$ cat src/include/mie_pkg.sv
// Package with opcodes, states and constants of the instruction executor.
package mie_pkg;

	// ----------------------------------------
	// Widths and fixed values
	// ----------------------------------------
	localparam int DATA_W = 8;
	localparam int PC_W = 12;
	localparam int WORD_W = 15;
	localparam int HIGH_W = WORD_W - DATA_W;
	localparam logic [7:0] PCL_ADDR = 8'h06;
	localparam logic [7:0] BYTE_ZERO = 8'h00;
	localparam logic [7:0] BYTE_ONE = 8'h01;
	localparam logic [7:0] BYTE_ONES = 8'hff;

	// ----------------------------------------
	// Decoded operations from the fetch path
	// ----------------------------------------
	typedef enum logic [4:0] {
		OP_NOP = 5'h00,
		OP_ROT_RIGHT = 5'h01,
		OP_ROT_LEFT = 5'h02,
		OP_ROT_RIGHT_C = 5'h03,
		OP_ROT_LEFT_C = 5'h04,
		OP_MOV_TO_ACC = 5'h05,
		OP_MOV_TO_MEM = 5'h06,
		OP_MOV_IMM = 5'h07,
		OP_BIT_CLR = 5'h08,
		OP_BIT_SET = 5'h09,
		OP_SKIP_BIT_ZERO = 5'h0a,
		OP_SKIP_BIT_NONZERO = 5'h0b,
		OP_SKIP_ZERO = 5'h0c,
		OP_SKIP_ZERO_MOVE = 5'h0d,
		OP_INC_SKIP_ZERO = 5'h0e,
		OP_DEC_SKIP_ZERO = 5'h0f,
		OP_JUMP = 5'h10,
		OP_CALL = 5'h11,
		OP_RET = 5'h12,
		OP_RET_IMM = 5'h13,
		OP_RET_INT = 5'h14,
		OP_TABLE_CUR = 5'h15,
		OP_TABLE_LAST = 5'h16,
		OP_MEM_CLR = 5'h17,
		OP_MEM_SET = 5'h18,
		OP_WDT_CLR = 5'h19,
		OP_WDT_PRE_FIRST = 5'h1a,
		OP_WDT_PRE_SECOND = 5'h1b,
		OP_SWAP = 5'h1c,
		OP_HALT = 5'h1d
	} mie_op_t;

	// ----------------------------------------
	// Executor states
	// ----------------------------------------
	typedef enum logic [1:0] {
		ST_EXEC = 2'b00,
		ST_DUMMY = 2'b01,
		ST_TABLE = 2'b10,
		ST_HALT = 2'b11
	} mie_state_t;

	// Last watchdog pre-clear seen, for the consecutive pair check.
	typedef enum logic [1:0] {
		PRE_NONE = 2'b00,
		PRE_FIRST = 2'b01,
		PRE_SECOND = 2'b10
	} mie_pre_t;

endpackage

$ cat src/hdl/mie_exec.sv
// Execution unit for rotate, move, bit, skip, branch, table and control ops.

// Overview of operation
// RULE_01 - Plain rotates take one cycle, keep flags, write memory or accumulator.
// RULE_02 - Rotates through carry take one cycle and change only carry.
// RULE_03 - Bit shifted out enters carry; old carry fills the vacated bit.
// RULE_04 - Moves copy memory, accumulator or immediate in one cycle, no flags.
// RULE_05 - Bit clear and set change only the chosen bit, one cycle.
// RULE_06 - Bit tests skip when bit is zero, or one for inverse form.
// RULE_07 - Increment or decrement and skip on zero result, no flags.
// RULE_08 - Test-and-move copies byte to accumulator, skips when it is zero.
// RULE_09 - Skips take two cycles when skipping, one otherwise.
// RULE_10 - A skipped instruction runs as a dummy cycle with no effect.
// RULE_11 - Writing the program counter low byte takes two cycles.
// RULE_12 - Jump, call and returns take two cycles; return-immediate loads it.
// RULE_13 - Call pushes incremented program counter and loads the target in the same cycle.
// RULE_14 - Table reads fetch current or last page word in two cycles.
// RULE_15 - Nibble swap exchanges halves, to memory or accumulator, one cycle.
// RULE_16 - Pre-clears clear timeout and power-down flags only when consecutive.
// RULE_17 - Halt enters power-down in one cycle and updates both flags.
module mie_exec #(
	parameter int PC_W = mie_pkg::PC_W,
	parameter int WORD_W = mie_pkg::WORD_W
) (
	// Clock and reset
	input wire logic ref_clk,
	input wire logic rst_b,
	// Decoded instruction
	input wire logic instr_valid,
	input wire logic [4:0] instr_op,
	input wire logic instr_to_acc,
	input wire logic [7:0] instr_addr,
	input wire logic [2:0] instr_bit,
	input wire logic [7:0] instr_imm,
	input wire logic [PC_W-1:0] instr_target,
	input wire logic [PC_W-1:0] pc_current,
	// Data memory read, stack top, table pointer and program memory
	input wire logic [7:0] mem_rd_data,
	input wire logic [PC_W-1:0] stack_top,
	input wire logic [7:0] table_ptr,
	input wire logic [WORD_W-1:0] rom_rd_data,
	// Watchdog and wake events
	input wire logic watchdog_timeout_evt,
	input wire logic wake_evt,
	// Core state
	output logic [7:0] accumulator,
	output logic carry_flag,
	output logic watchdog_timeout_flag,
	output logic powerdown_flag,
	output logic [WORD_W-9:0] table_high_byte_reg,
	// Data memory write
	output logic mem_wr_en,
	output logic [7:0] mem_wr_addr,
	output logic [7:0] mem_wr_data,
	// Program counter and stack
	output logic pc_load,
	output logic [PC_W-1:0] pc_load_addr,
	output logic stack_push,
	output logic [PC_W-1:0] stack_push_addr,
	output logic stack_pop,
	output logic int_enable_set,
	// Program memory read
	output logic rom_rd_en,
	output logic [PC_W-1:0] rom_rd_addr,
	// Control
	output logic watchdog_clear,
	output logic powerdown,
	output logic dummy_cycle
);

	// ----------------------------------------
	// State
	// ----------------------------------------
	mie_pkg::mie_state_t state, next_state;
	mie_pkg::mie_pre_t pre, next_pre;
	logic [7:0] table_dest, next_table_dest;
	logic [7:0] next_accumulator;
	logic next_carry_flag;
	logic next_watchdog_timeout_flag;
	logic next_powerdown_flag;
	logic [WORD_W-9:0] next_table_high_byte_reg;
	logic next_mem_wr_en;
	logic [7:0] next_mem_wr_addr;
	logic [7:0] next_mem_wr_data;
	logic next_pc_load;
	logic [PC_W-1:0] next_pc_load_addr;
	logic next_stack_push;
	logic [PC_W-1:0] next_stack_push_addr;
	logic next_stack_pop;
	logic next_int_enable_set;
	logic next_rom_rd_en;
	logic [PC_W-1:0] next_rom_rd_addr;
	logic next_watchdog_clear;
	logic next_powerdown;
	logic next_dummy_cycle;

	// ----------------------------------------
	// Next-state logic
	// ----------------------------------------
	always_comb begin
		logic [7:0] res;
		logic write_back;
		logic two_cycle;
		mie_pkg::mie_op_t op;
		res = mem_rd_data;
		write_back = 1'b0;
		two_cycle = 1'b0;
		op = mie_pkg::mie_op_t'(instr_op);
		next_state = mie_pkg::ST_EXEC;
		next_pre = pre;
		next_table_dest = table_dest;
		next_accumulator = accumulator;
		next_carry_flag = carry_flag;
		next_watchdog_timeout_flag = watchdog_timeout_flag;
		next_powerdown_flag = powerdown_flag;
		next_table_high_byte_reg = table_high_byte_reg;
		next_mem_wr_en = 1'b0;
		next_mem_wr_addr = instr_addr;
		next_mem_wr_data = mem_wr_data;
		next_pc_load = 1'b0;
		next_pc_load_addr = pc_load_addr;
		next_stack_push = 1'b0;
		next_stack_push_addr = stack_push_addr;
		next_stack_pop = 1'b0;
		next_int_enable_set = 1'b0;
		next_rom_rd_en = 1'b0;
		next_rom_rd_addr = rom_rd_addr;
		next_watchdog_clear = 1'b0;
		case (state)
			mie_pkg::ST_EXEC: begin
				if (instr_valid) begin
					next_pre = mie_pkg::PRE_NONE;
					case (op)
						mie_pkg::OP_ROT_RIGHT: begin
							res = {mem_rd_data[0], mem_rd_data[7:1]}; // RULE_01
							write_back = 1'b1;
						end
						mie_pkg::OP_ROT_LEFT: begin
							res = {mem_rd_data[6:0], mem_rd_data[7]}; // RULE_01
							write_back = 1'b1;
						end
						mie_pkg::OP_ROT_RIGHT_C: begin
							res = {carry_flag, mem_rd_data[7:1]}; // RULE_03
							next_carry_flag = mem_rd_data[0]; // RULE_02
							write_back = 1'b1;
						end
						mie_pkg::OP_ROT_LEFT_C: begin
							res = {mem_rd_data[6:0], carry_flag}; // RULE_03
							next_carry_flag = mem_rd_data[7]; // RULE_02
							write_back = 1'b1;
						end
						mie_pkg::OP_MOV_TO_ACC: begin
							next_accumulator = mem_rd_data; // RULE_04
						end
						mie_pkg::OP_MOV_TO_MEM: begin
							next_mem_wr_en = 1'b1; // RULE_04
							next_mem_wr_data = accumulator;
						end
						mie_pkg::OP_MOV_IMM: begin
							next_accumulator = instr_imm; // RULE_04
						end
						mie_pkg::OP_BIT_CLR: begin
							next_mem_wr_en = 1'b1;
							next_mem_wr_data = mem_rd_data &
								~(mie_pkg::BYTE_ONE << instr_bit); // RULE_05
						end
						mie_pkg::OP_BIT_SET: begin
							next_mem_wr_en = 1'b1;
							next_mem_wr_data = mem_rd_data |
								(mie_pkg::BYTE_ONE << instr_bit); // RULE_05
						end
						mie_pkg::OP_SKIP_BIT_ZERO: begin
							two_cycle = ~mem_rd_data[instr_bit]; // RULE_06
						end
						mie_pkg::OP_SKIP_BIT_NONZERO: begin
							two_cycle = mem_rd_data[instr_bit]; // RULE_06
						end
						mie_pkg::OP_SKIP_ZERO: begin
							two_cycle = (mem_rd_data == mie_pkg::BYTE_ZERO);
						end
						mie_pkg::OP_SKIP_ZERO_MOVE: begin
							next_accumulator = mem_rd_data; // RULE_08
							two_cycle = (mem_rd_data == mie_pkg::BYTE_ZERO); // RULE_08
						end
						mie_pkg::OP_INC_SKIP_ZERO: begin
							res = mem_rd_data + mie_pkg::BYTE_ONE; // RULE_07
							write_back = 1'b1;
							two_cycle = (res == mie_pkg::BYTE_ZERO); // RULE_07
						end
						mie_pkg::OP_DEC_SKIP_ZERO: begin
							res = mem_rd_data - mie_pkg::BYTE_ONE; // RULE_07
							write_back = 1'b1;
							two_cycle = (res == mie_pkg::BYTE_ZERO); // RULE_07
						end
						mie_pkg::OP_JUMP: begin
							next_pc_load = 1'b1;
							next_pc_load_addr = instr_target;
							two_cycle = 1'b1; // RULE_12
						end
						mie_pkg::OP_CALL: begin
							next_stack_push = 1'b1;
							next_stack_push_addr = pc_current +
								PC_W'(1); // RULE_13
							next_pc_load = 1'b1;
							next_pc_load_addr = instr_target; // RULE_13
							two_cycle = 1'b1; // RULE_12
						end
						mie_pkg::OP_RET, mie_pkg::OP_RET_IMM,
						mie_pkg::OP_RET_INT: begin
							next_stack_pop = 1'b1;
							next_pc_load = 1'b1;
							next_pc_load_addr = stack_top;
							if (op == mie_pkg::OP_RET_IMM) begin
								next_accumulator = instr_imm; // RULE_12
							end
							next_int_enable_set = (op == mie_pkg::OP_RET_INT);
							two_cycle = 1'b1; // RULE_12
						end
						mie_pkg::OP_TABLE_CUR, mie_pkg::OP_TABLE_LAST: begin
							next_rom_rd_en = 1'b1;
							next_rom_rd_addr = {pc_current[PC_W-1:8],
								table_ptr}; // RULE_14
							if (op == mie_pkg::OP_TABLE_LAST) begin
								next_rom_rd_addr = {{(PC_W-8){1'b1}},
									table_ptr}; // RULE_14
							end
							next_table_dest = instr_addr;
							next_state = mie_pkg::ST_TABLE; // RULE_14
						end
						mie_pkg::OP_MEM_CLR: begin
							next_mem_wr_en = 1'b1;
							next_mem_wr_data = mie_pkg::BYTE_ZERO;
						end
						mie_pkg::OP_MEM_SET: begin
							next_mem_wr_en = 1'b1;
							next_mem_wr_data = mie_pkg::BYTE_ONES;
						end
						mie_pkg::OP_WDT_CLR: begin
							next_watchdog_clear = 1'b1;
							next_watchdog_timeout_flag = 1'b0;
							next_powerdown_flag = 1'b0;
						end
						mie_pkg::OP_WDT_PRE_FIRST, mie_pkg::OP_WDT_PRE_SECOND: begin
							if ((op == mie_pkg::OP_WDT_PRE_FIRST &&
								pre == mie_pkg::PRE_SECOND) ||
								(op == mie_pkg::OP_WDT_PRE_SECOND &&
								pre == mie_pkg::PRE_FIRST)) begin
								next_watchdog_clear = 1'b1; // RULE_16
								next_watchdog_timeout_flag = 1'b0; // RULE_16
								next_powerdown_flag = 1'b0; // RULE_16
							end else if (op == mie_pkg::OP_WDT_PRE_FIRST) begin
								next_pre = mie_pkg::PRE_FIRST;
							end else begin
								next_pre = mie_pkg::PRE_SECOND;
							end
						end
						mie_pkg::OP_SWAP: begin
							res = {mem_rd_data[3:0], mem_rd_data[7:4]}; // RULE_15
							write_back = 1'b1;
						end
						mie_pkg::OP_HALT: begin
							next_watchdog_clear = 1'b1;
							next_watchdog_timeout_flag = 1'b0; // RULE_17
							next_powerdown_flag = 1'b1; // RULE_17
							next_state = mie_pkg::ST_HALT; // RULE_17
						end
						default: begin
						end
					endcase
					if (write_back) begin
						if (instr_to_acc) begin
							next_accumulator = res; // RULE_01
						end else begin
							next_mem_wr_en = 1'b1; // RULE_01
							next_mem_wr_data = res;
						end
					end
					if (next_mem_wr_en && instr_addr == mie_pkg::PCL_ADDR) begin
						two_cycle = 1'b1; // RULE_11
					end
					if (two_cycle) begin
						next_state = mie_pkg::ST_DUMMY; // RULE_09
					end
				end
			end
			mie_pkg::ST_DUMMY: begin
				next_state = mie_pkg::ST_EXEC; // RULE_10
			end
			mie_pkg::ST_TABLE: begin
				next_mem_wr_en = 1'b1;
				next_mem_wr_addr = table_dest;
				next_mem_wr_data = rom_rd_data[7:0]; // RULE_14
				next_table_high_byte_reg = rom_rd_data[WORD_W-1:8]; // RULE_14
				next_state = mie_pkg::ST_EXEC;
			end
			mie_pkg::ST_HALT: begin
				if (wake_evt) begin
					next_state = mie_pkg::ST_EXEC;
				end else begin
					next_state = mie_pkg::ST_HALT;
				end
			end
			default: begin
				next_state = mie_pkg::ST_EXEC;
			end
		endcase
		if (watchdog_timeout_evt) begin
			next_watchdog_timeout_flag = 1'b1;
		end
		next_powerdown = (next_state == mie_pkg::ST_HALT); // RULE_17
		next_dummy_cycle = (next_state == mie_pkg::ST_DUMMY ||
			next_state == mie_pkg::ST_TABLE); // RULE_10
	end

	// ----------------------------------------
	// Registers
	// ----------------------------------------
	always_ff @(posedge ref_clk or negedge rst_b) begin
		if (!rst_b) begin
			state <= mie_pkg::ST_EXEC;
			pre <= mie_pkg::PRE_NONE;
			table_dest <= mie_pkg::BYTE_ZERO;
			accumulator <= mie_pkg::BYTE_ZERO;
			carry_flag <= 1'b0;
			watchdog_timeout_flag <= 1'b0;
			powerdown_flag <= 1'b0;
			table_high_byte_reg <= '0;
			mem_wr_en <= 1'b0;
			mem_wr_addr <= mie_pkg::BYTE_ZERO;
			mem_wr_data <= mie_pkg::BYTE_ZERO;
			pc_load <= 1'b0;
			pc_load_addr <= '0;
			stack_push <= 1'b0;
			stack_push_addr <= '0;
			stack_pop <= 1'b0;
			int_enable_set <= 1'b0;
			rom_rd_en <= 1'b0;
			rom_rd_addr <= '0;
			watchdog_clear <= 1'b0;
			powerdown <= 1'b0;
			dummy_cycle <= 1'b0;
		end else begin
			state <= next_state;
			pre <= next_pre;
			table_dest <= next_table_dest;
			accumulator <= next_accumulator;
			carry_flag <= next_carry_flag;
			watchdog_timeout_flag <= next_watchdog_timeout_flag;
			powerdown_flag <= next_powerdown_flag;
			table_high_byte_reg <= next_table_high_byte_reg;
			mem_wr_en <= next_mem_wr_en;
			mem_wr_addr <= next_mem_wr_addr;
			mem_wr_data <= next_mem_wr_data;
			pc_load <= next_pc_load;
			pc_load_addr <= next_pc_load_addr;
			stack_push <= next_stack_push;
			stack_push_addr <= next_stack_push_addr;
			stack_pop <= next_stack_pop;
			int_enable_set <= next_int_enable_set;
			rom_rd_en <= next_rom_rd_en;
			rom_rd_addr <= next_rom_rd_addr;
			watchdog_clear <= next_watchdog_clear;
			powerdown <= next_powerdown;
			dummy_cycle <= next_dummy_cycle;
		end
	end

endmodule

$ cat config.mk
export PLATFORM = sky130hd
export DESIGN_NAME = mie_exec
export DESIGN_NICKNAME = d
export VERILOG_FILES = /design/src/include/mie_pkg.sv /design/src/hdl/mie_exec.sv
export SDC_FILE = /design/constraint.sdc
export NUM_CORES = 1
export LEC_CHECK = 0
export ABC_AREA = 1
export BUFFER_PORTS_ARGS = -buffer_cell sky130_fd_sc_hd__buf_2
export CAP_MARGIN = 20
export CORE_AREA = 2 2 75 149
export CTS_CLUSTER_DIAMETER = 80
export CTS_CLUSTER_SIZE = 25
export DETAILED_ROUTE_END_ITERATION = 8
export DIE_AREA = 0 0 77 151
export GPL_ROUTABILITY_DRIVEN = 0
export PLACE_DENSITY = 0.91
export SKIP_CTS_REPAIR_TIMING = 1
export SLEW_MARGIN = 30
export SYNTH_ARGS = -nofsm -noshare
export SYNTH_HDL_FRONTEND = slang
export SYNTH_SLANG_ARGS = --single-unit
export TNS_END_PERCENT = 1
$ cat constraint.sdc
create_clock -name ref_clk -period 5.55 [get_ports ref_clk]
set_clock_uncertainty 0.2 [all_clocks]
set_input_delay 0.555 -clock ref_clk [delete_from_list [all_inputs] [get_ports ref_clk]]
set_output_delay 0.555 -clock ref_clk [all_outputs]
set_load 0.02 [all_outputs]
After elaboration in Yosys (flattened, before gate mapping)
Index checks and enable logic that the tools add are counted.
- bits in registers: 91
- input bits: 97
- output and inout port bits: 79
- word-level logic and storage cells: 170
- add/sub/neg operators: 3
- order comparisons: 1
- equality and inequality tests: 41
- shifts and indexed selects: 1
- multiplexer cells: 63
- bitwise operators: 4
- reductions and logical operators: 35
- operators with widths (cell ; count):
    $eq A5 B5 Y1 const B ; 14
    $mux W8 ; 7
    $pmux W8 S7 ; 1
    $eq A5 B4 Y1 const B ; 8
    $pmux W8 S5 ; 1
    $mux W1 ; 35
    $logic_not A8 Y1 ; 3
    $pmux W12 S2 ; 1
    $pmux W8 S3 ; 1
    $eq A5 B3 Y1 const B ; 4
    $pmux W8 S2 ; 1
    $reduce_or A2 Y1 ; 7
    $add A12 B1 Y12 const B ; 1
    $mux W12 ; 1
    $mux W2 ; 6
    $reduce_and A3 Y1 ; 4
    $eq A2 B2 Y1 const B ; 5
    $eq A5 B2 Y1 const B ; 2
    $reduce_bool A2 Y1 ; 5
    $reduce_or A5 Y1 ; 2
    $add A8 B1 Y8 const B ; 1
    $and A8 B8 Y8 ; 1
    $eq A8 B3 Y1 const B ; 1
    $not A8 Y8 ; 1
    other kinds (23) ; 35

Longest topological paths before layout
- word-level depth: 17
- mapped depth: 14
- mapped depth without buffers: 14

Worst setup path after synthesis
OpenSTA, ideal clock, no wires.
- kind: input port to flip-flop
- start point: in mem_rd_data[0]
- end point: reg dummy_cycle
- library setup time: 0.126 ns
- arrival: 2.073 ns
- required time: 5.224 ns
- setup slack: 3.151 ns
- cell stages on the path: 14
- path buffers: 1
- cell sequence: inv_1 -> clkbuf_1 -> ha_1 -> inv_1 -> nand2_1 -> nand3_1 -> nor2_1 -> nand3_1 -> nor3_1 -> nor2_1 -> nand3_1 -> nand2_1 -> nand2_1 -> ha_1
- longest elaborated chain between the ends: 12
- elaborated cells on any way between the ends: 18
- classes of those cells: add/sub: 2; eq/ne: 2; mux: 9; bitwise: 1; reduce/logical: 4
- RTL lines (element ; line ; text):
    from (decl) ; mie_exec.sv:38 ; input wire logic [7:0] mem_rd_data,
    branches (longest 3 deep; another with $sub A8 B1 Y8) ; -- ;
    $pmux W1 S6 * ; mie_exec.sv:133 ; case (op)
    $mux W1 * ; mie_exec.sv:278 ; if (next_mem_wr_en && instr_addr == mie_pkg::PCL_ADDR) begin
    $mux W1 * ; mie_exec.sv:131 ; if (instr_valid) begin
    $mux W1 * ; mie_exec.sv:129 ; case (state)
    $mux W2 * ; mie_exec.sv:281 ; if (two_cycle) begin
    $mux W2 * ; mie_exec.sv:131 ;
    $pmux W2 S3 * ; mie_exec.sv:129 ;
    net next_state[0] ; mie_exec.sv:74 ; mie_pkg::mie_state_t state, next_state;
    $eq A2 B1 Y1 or $eq A2 B2 Y1 (tied branches) ; mie_exec.sv:311, mie_exec.sv:312 ;
    $logic_or A1 B1 Y1 * ; mie_exec.sv:311 ; next_dummy_cycle = (next_state == mie_pkg::ST_DUMMY ||
    net next_dummy_cycle ; mie_exec.sv:95 ; logic next_dummy_cycle;
    to (signal assigned) ; mie_exec.sv:364 ; dummy_cycle <= next_dummy_cycle;
    to (decl) ; mie_exec.sv:68 ; output logic dummy_cycle
Mark *: on every way through the listed nets, which the timed path passes. The select of a mux whose other input is x is not followed.
A chain may end at the register's enable or synchronous reset.

Final worst setup path
- start point: reg state[1]
- end point: reg stack_push_addr[7]
- longest elaborated chain between the ends: 2
- RTL lines (element ; line ; text):
    from (decl) ; mie_exec.sv:74 ;
    from (signal assigned) ; mie_exec.sv:320 ; state <= mie_pkg::ST_EXEC;
    from (signal assigned) ; mie_exec.sv:343 ; state <= next_state;
    $logic_not A2 Y1 ; mie_exec.sv:129 ;
    $reduce_and A3 Y1 (no source line) ; -- ;
    to (signal assigned) ; mie_exec.sv:357 ; stack_push_addr <= next_stack_push_addr;
    to (decl) ; mie_exec.sv:59 ; output logic [PC_W-1:0] stack_push_addr,
Every way passes these cells.

==> metrics.csv <==
stage;metric;value;unit
status;outcome;complete, no violations;
critical_path;crit_type;register to register;
yosys;synth_ff_type;dfrtp_1;
yosys;synth_mux_area_share;0.198;%
detailed_routing;drt_first_iter_violations;441;
yosys;synth_top_family_by_area;simple AND/OR/NAND/NOR gates;
detailed_routing;drt_wl_total;18000;um
sta;setup_viol;0;
global_routing;grt_usage;30.9;%
yosys;synth_area_per_cell;7.06;sq um
cells_and_area;nNetsFinal;1066;
clock_network;tritoncts;done;
pwr;vdd_drop_max;0.000347;V
sta;rsz0062_at_grt;no;
yosys;synth_compound_area_share;14.2;%
sta;setup_tns;0;ps
placed_design;numPortBuffers;175;
sta;fmax;314;MHz
critical_path;max_stage_delay;710;ps
worst_hold_path;hold_class;input pin to asynchronous set/reset pin;
pwr;p_per_area;326;mW/mm^2
yosys;netlist_top_cells_area;dfrtp_1 (40%), nand2_1 (15%), o21ai_0 (6.2%);
global_routing;gr-total-overflow;0;
yosys;yosysSeqAreaShare;40.0;%
global_routing;grt_start_max_net_pins;48;
detailed_routing;vias_per_cell;5.66;
floorplanning;ios;176;
sta;slew_headroom;38.3;%
critical_path;worstSetupStartpointType;register;
detailed_routing;first_pass_iters;5;
pwr;switchingPower;0.795;mW
cells_and_area;top_regs;pc_load_addr x12, rom_rd_addr x12, stack_push_addr x12;
pwr;power_frac_comb;29.3;%
yosys;synth.distinct_cells;47;
critical_path;worst_ep_arrival_time;3240;ps
floorplanning;start_util;54.3;%
yosys;synth_top_area_share;40.0;%
sta;final_hold_viol_count;0;
pwr;switching_share;35.0;%
cells_and_area;areaGrowthSynthToFinish;22.5;%
cells_and_area;antenna_cells;0;
floorplanning;dieArea;0.0116;sq mm
sta;fin_crit_sh;57.4;%
pwr;clkPwrFrac;31.8;%
sta;worstMarginPinSlew;923;ps
sta;fin_crit;3180;ps
yosys;ys_warn_count;0;
global_routing;grt_first_pass_wirelength;28300;um
yosys;ys_top_cells_by_count;nand2_1 (234), dfrtp_1 (91), nor2_1 (73);
yosys;postSynth.asyncResetShare;100;%
yosys;synth_area_leader_cell;dfrtp_1;
detailed_routing;routedWlPerCell;16.3;um
cells_and_area;regArea;0.00228;sq mm
clock_network;clockRootBuffer;clkbuf_16;
yosys;netlist_area;0.00569;sq mm
yosys;synth-edff-count;0;
global_routing;first_global_vias;6096;
detailed_routing;drc;0;
yosys;yosys.area_share.xor_xnor;0.770;%
pwr;p_int;1.48;mW
critical_path;required;5600;ps
placed_design;place_hpwl;13600;um
clock_network;cts_max_level;3;
cells_and_area;fillers;996;
pwr;p_leak;3.76;nW
floorplanning;std_cell_rows;53;
critical_path;cp_num_buf_inv;2;
clock_network;clk_pin_slew;70;ps
global_routing;antenna_found_initial;0;
clock_network;cts_buffers;9;
cells_and_area;drive_above_1_share;25.0;%
critical_path;worst_path_max_delay_cell;inv_1;
yosys;postSynthCellCount;806;
critical_path;path_cells;nor2_1, nand2_1, inv_1, nand2_1, inv_1, nand2_1, o21ai_0;
critical_path;cp-end-kind;register;
sta;worst_slack;2370;ps
placed_design;dpl_cell_area;0.00661;sq mm
placed_design;pre_cts_ws;2230;ps
pwr;seq_power_share;38.9;%
critical_path;cpMostUsedCell;nand2_1;
critical_path;r2r-start;state[1];
critical_path;critPathMaxFanout;29;
cells_and_area;multi_input_area;0.00299;sq mm
clock_network;clk_latency;330;ps
floorplanning;die_height;151;um
floorplanning;core_area;0.0105;sq mm
clock_network;cts.path.max_buffers;2;
critical_path;r2r_cells;7;
yosys;syn_nets;910;
critical_path;cp_top_family;simple AND/OR/NAND/NOR gates;
cells_and_area;fin_area;0.00697;sq mm
sta;slew_viol_final;0;
yosys;synth_fa_ha_area_share;1.54;%
yosys;synth-simple-area-share;35.9;%
critical_path;regToRegSetupSlack;2370;ps
yosys;synth.most_common_cell;nand2_1;
run;max-cap-violations;0;
clock_network;cts_sinks;91;
critical_path;regToRegEndpoint;stack_push_addr[7];
yosys;ys_ff_latch;91;
detailed_routing;vias;6246;
detailed_routing;postRouteAntennaNets;0;
floorplanning;die_w;77;um
how the worst max path moves through the flow:
stage	slack, ps	start	to	cells after the start
after floorplan	3150	mem_rd_data[0]	dummy_cycle	14
after CTS	2380	state[1]	rom_rd_addr[9]	7
final	2370	state[1]	stack_push_addr[7]	7
after detailed placement	2230	instr_valid	dummy_cycle	6
after global placement	2310	instr_valid	rom_rd_addr[8]	7
after global routing	1930	state[1]	stack_push_addr[7]	7
final cells by class:
type	instances	area share, %
Clock buffer	10	3.43
Clock inverter	6	1.71
Inverter	73	4.00
Multi-Input combinational cell	610	42.9
Sequential cell	91	32.7
Tap cell	137	2.46
Timing Repair Buffer	177	12.8
metrics by stage:
stage	utilization, %	power (mW)	cells	hold slack [ps]
6_report	66.5	2.27	1104	17.6
5_1_grt	66.5	2.37	1104	68.6
2_1_floorplan	-	1.28	806	59.4
4_1_cts	66.5	2.28	1104	34.8
3_5_place_dp	63.1	1.55	1088	254
3_3_place_gp	63.1	1.53	1088	248
power groups by stage:
stage | registers (mW) | clock network [mW] | logic [mW]
final | 0.883 | 0.722 | 0.665
after CTS | 0.881 | 0.735 | 0.664
after floorplan | 1.03 | 0 | 0.255
after global placement | 0.889 | 0 | 0.643
after global routing | 0.897 | 0.755 | 0.724
after detailed placement | 0.890 | 0 | 0.661
cells by family (layout without fill, tap and decap cells):
kind of cell / count (synthesis) / count (layout)
muxes: 1 / 1
xor gates and xnor gates: 5 / 5
DFF: 91 / 91
and+or+nand+nor: 446 / 446
adders and majority gates: 7 / 7
AOI/OAI and AO/OA: 151 / 151
buffers and inverters: 105 / 266
layout by cell type (no fill, tap or decap), drive strengths merged:
cell type,n
a21o,1
a21oi,36
a22o,1
a22oi,2
a31oi,2
and2,1
and3,1
buf,177
bufinv,3
clkbuf,10
clkinv,1
dfrtp,91
ha,7
inv,75
mux2,1
nand2,250
nand3,73
nand3b,12
nand4,14
nor2,82
nor3,7
nor3b,1
nor4,3
o211a,1
o211ai,1
o21ai,101
o221ai,2
o22ai,2
o31ai,2
or2,2
xnor2,2
xor2,3
metal layers:
layer  up-vias  GRT usage [%]  part of all wire (%)
met5         -              0                     0
met4         0           22.5                   7.0
met3       112           5.07                   6.6
met2       328           56.4                    53
met1      2857           31.4                    34
li1       2949              -                     -
Power figures use the tool's default switching activity.
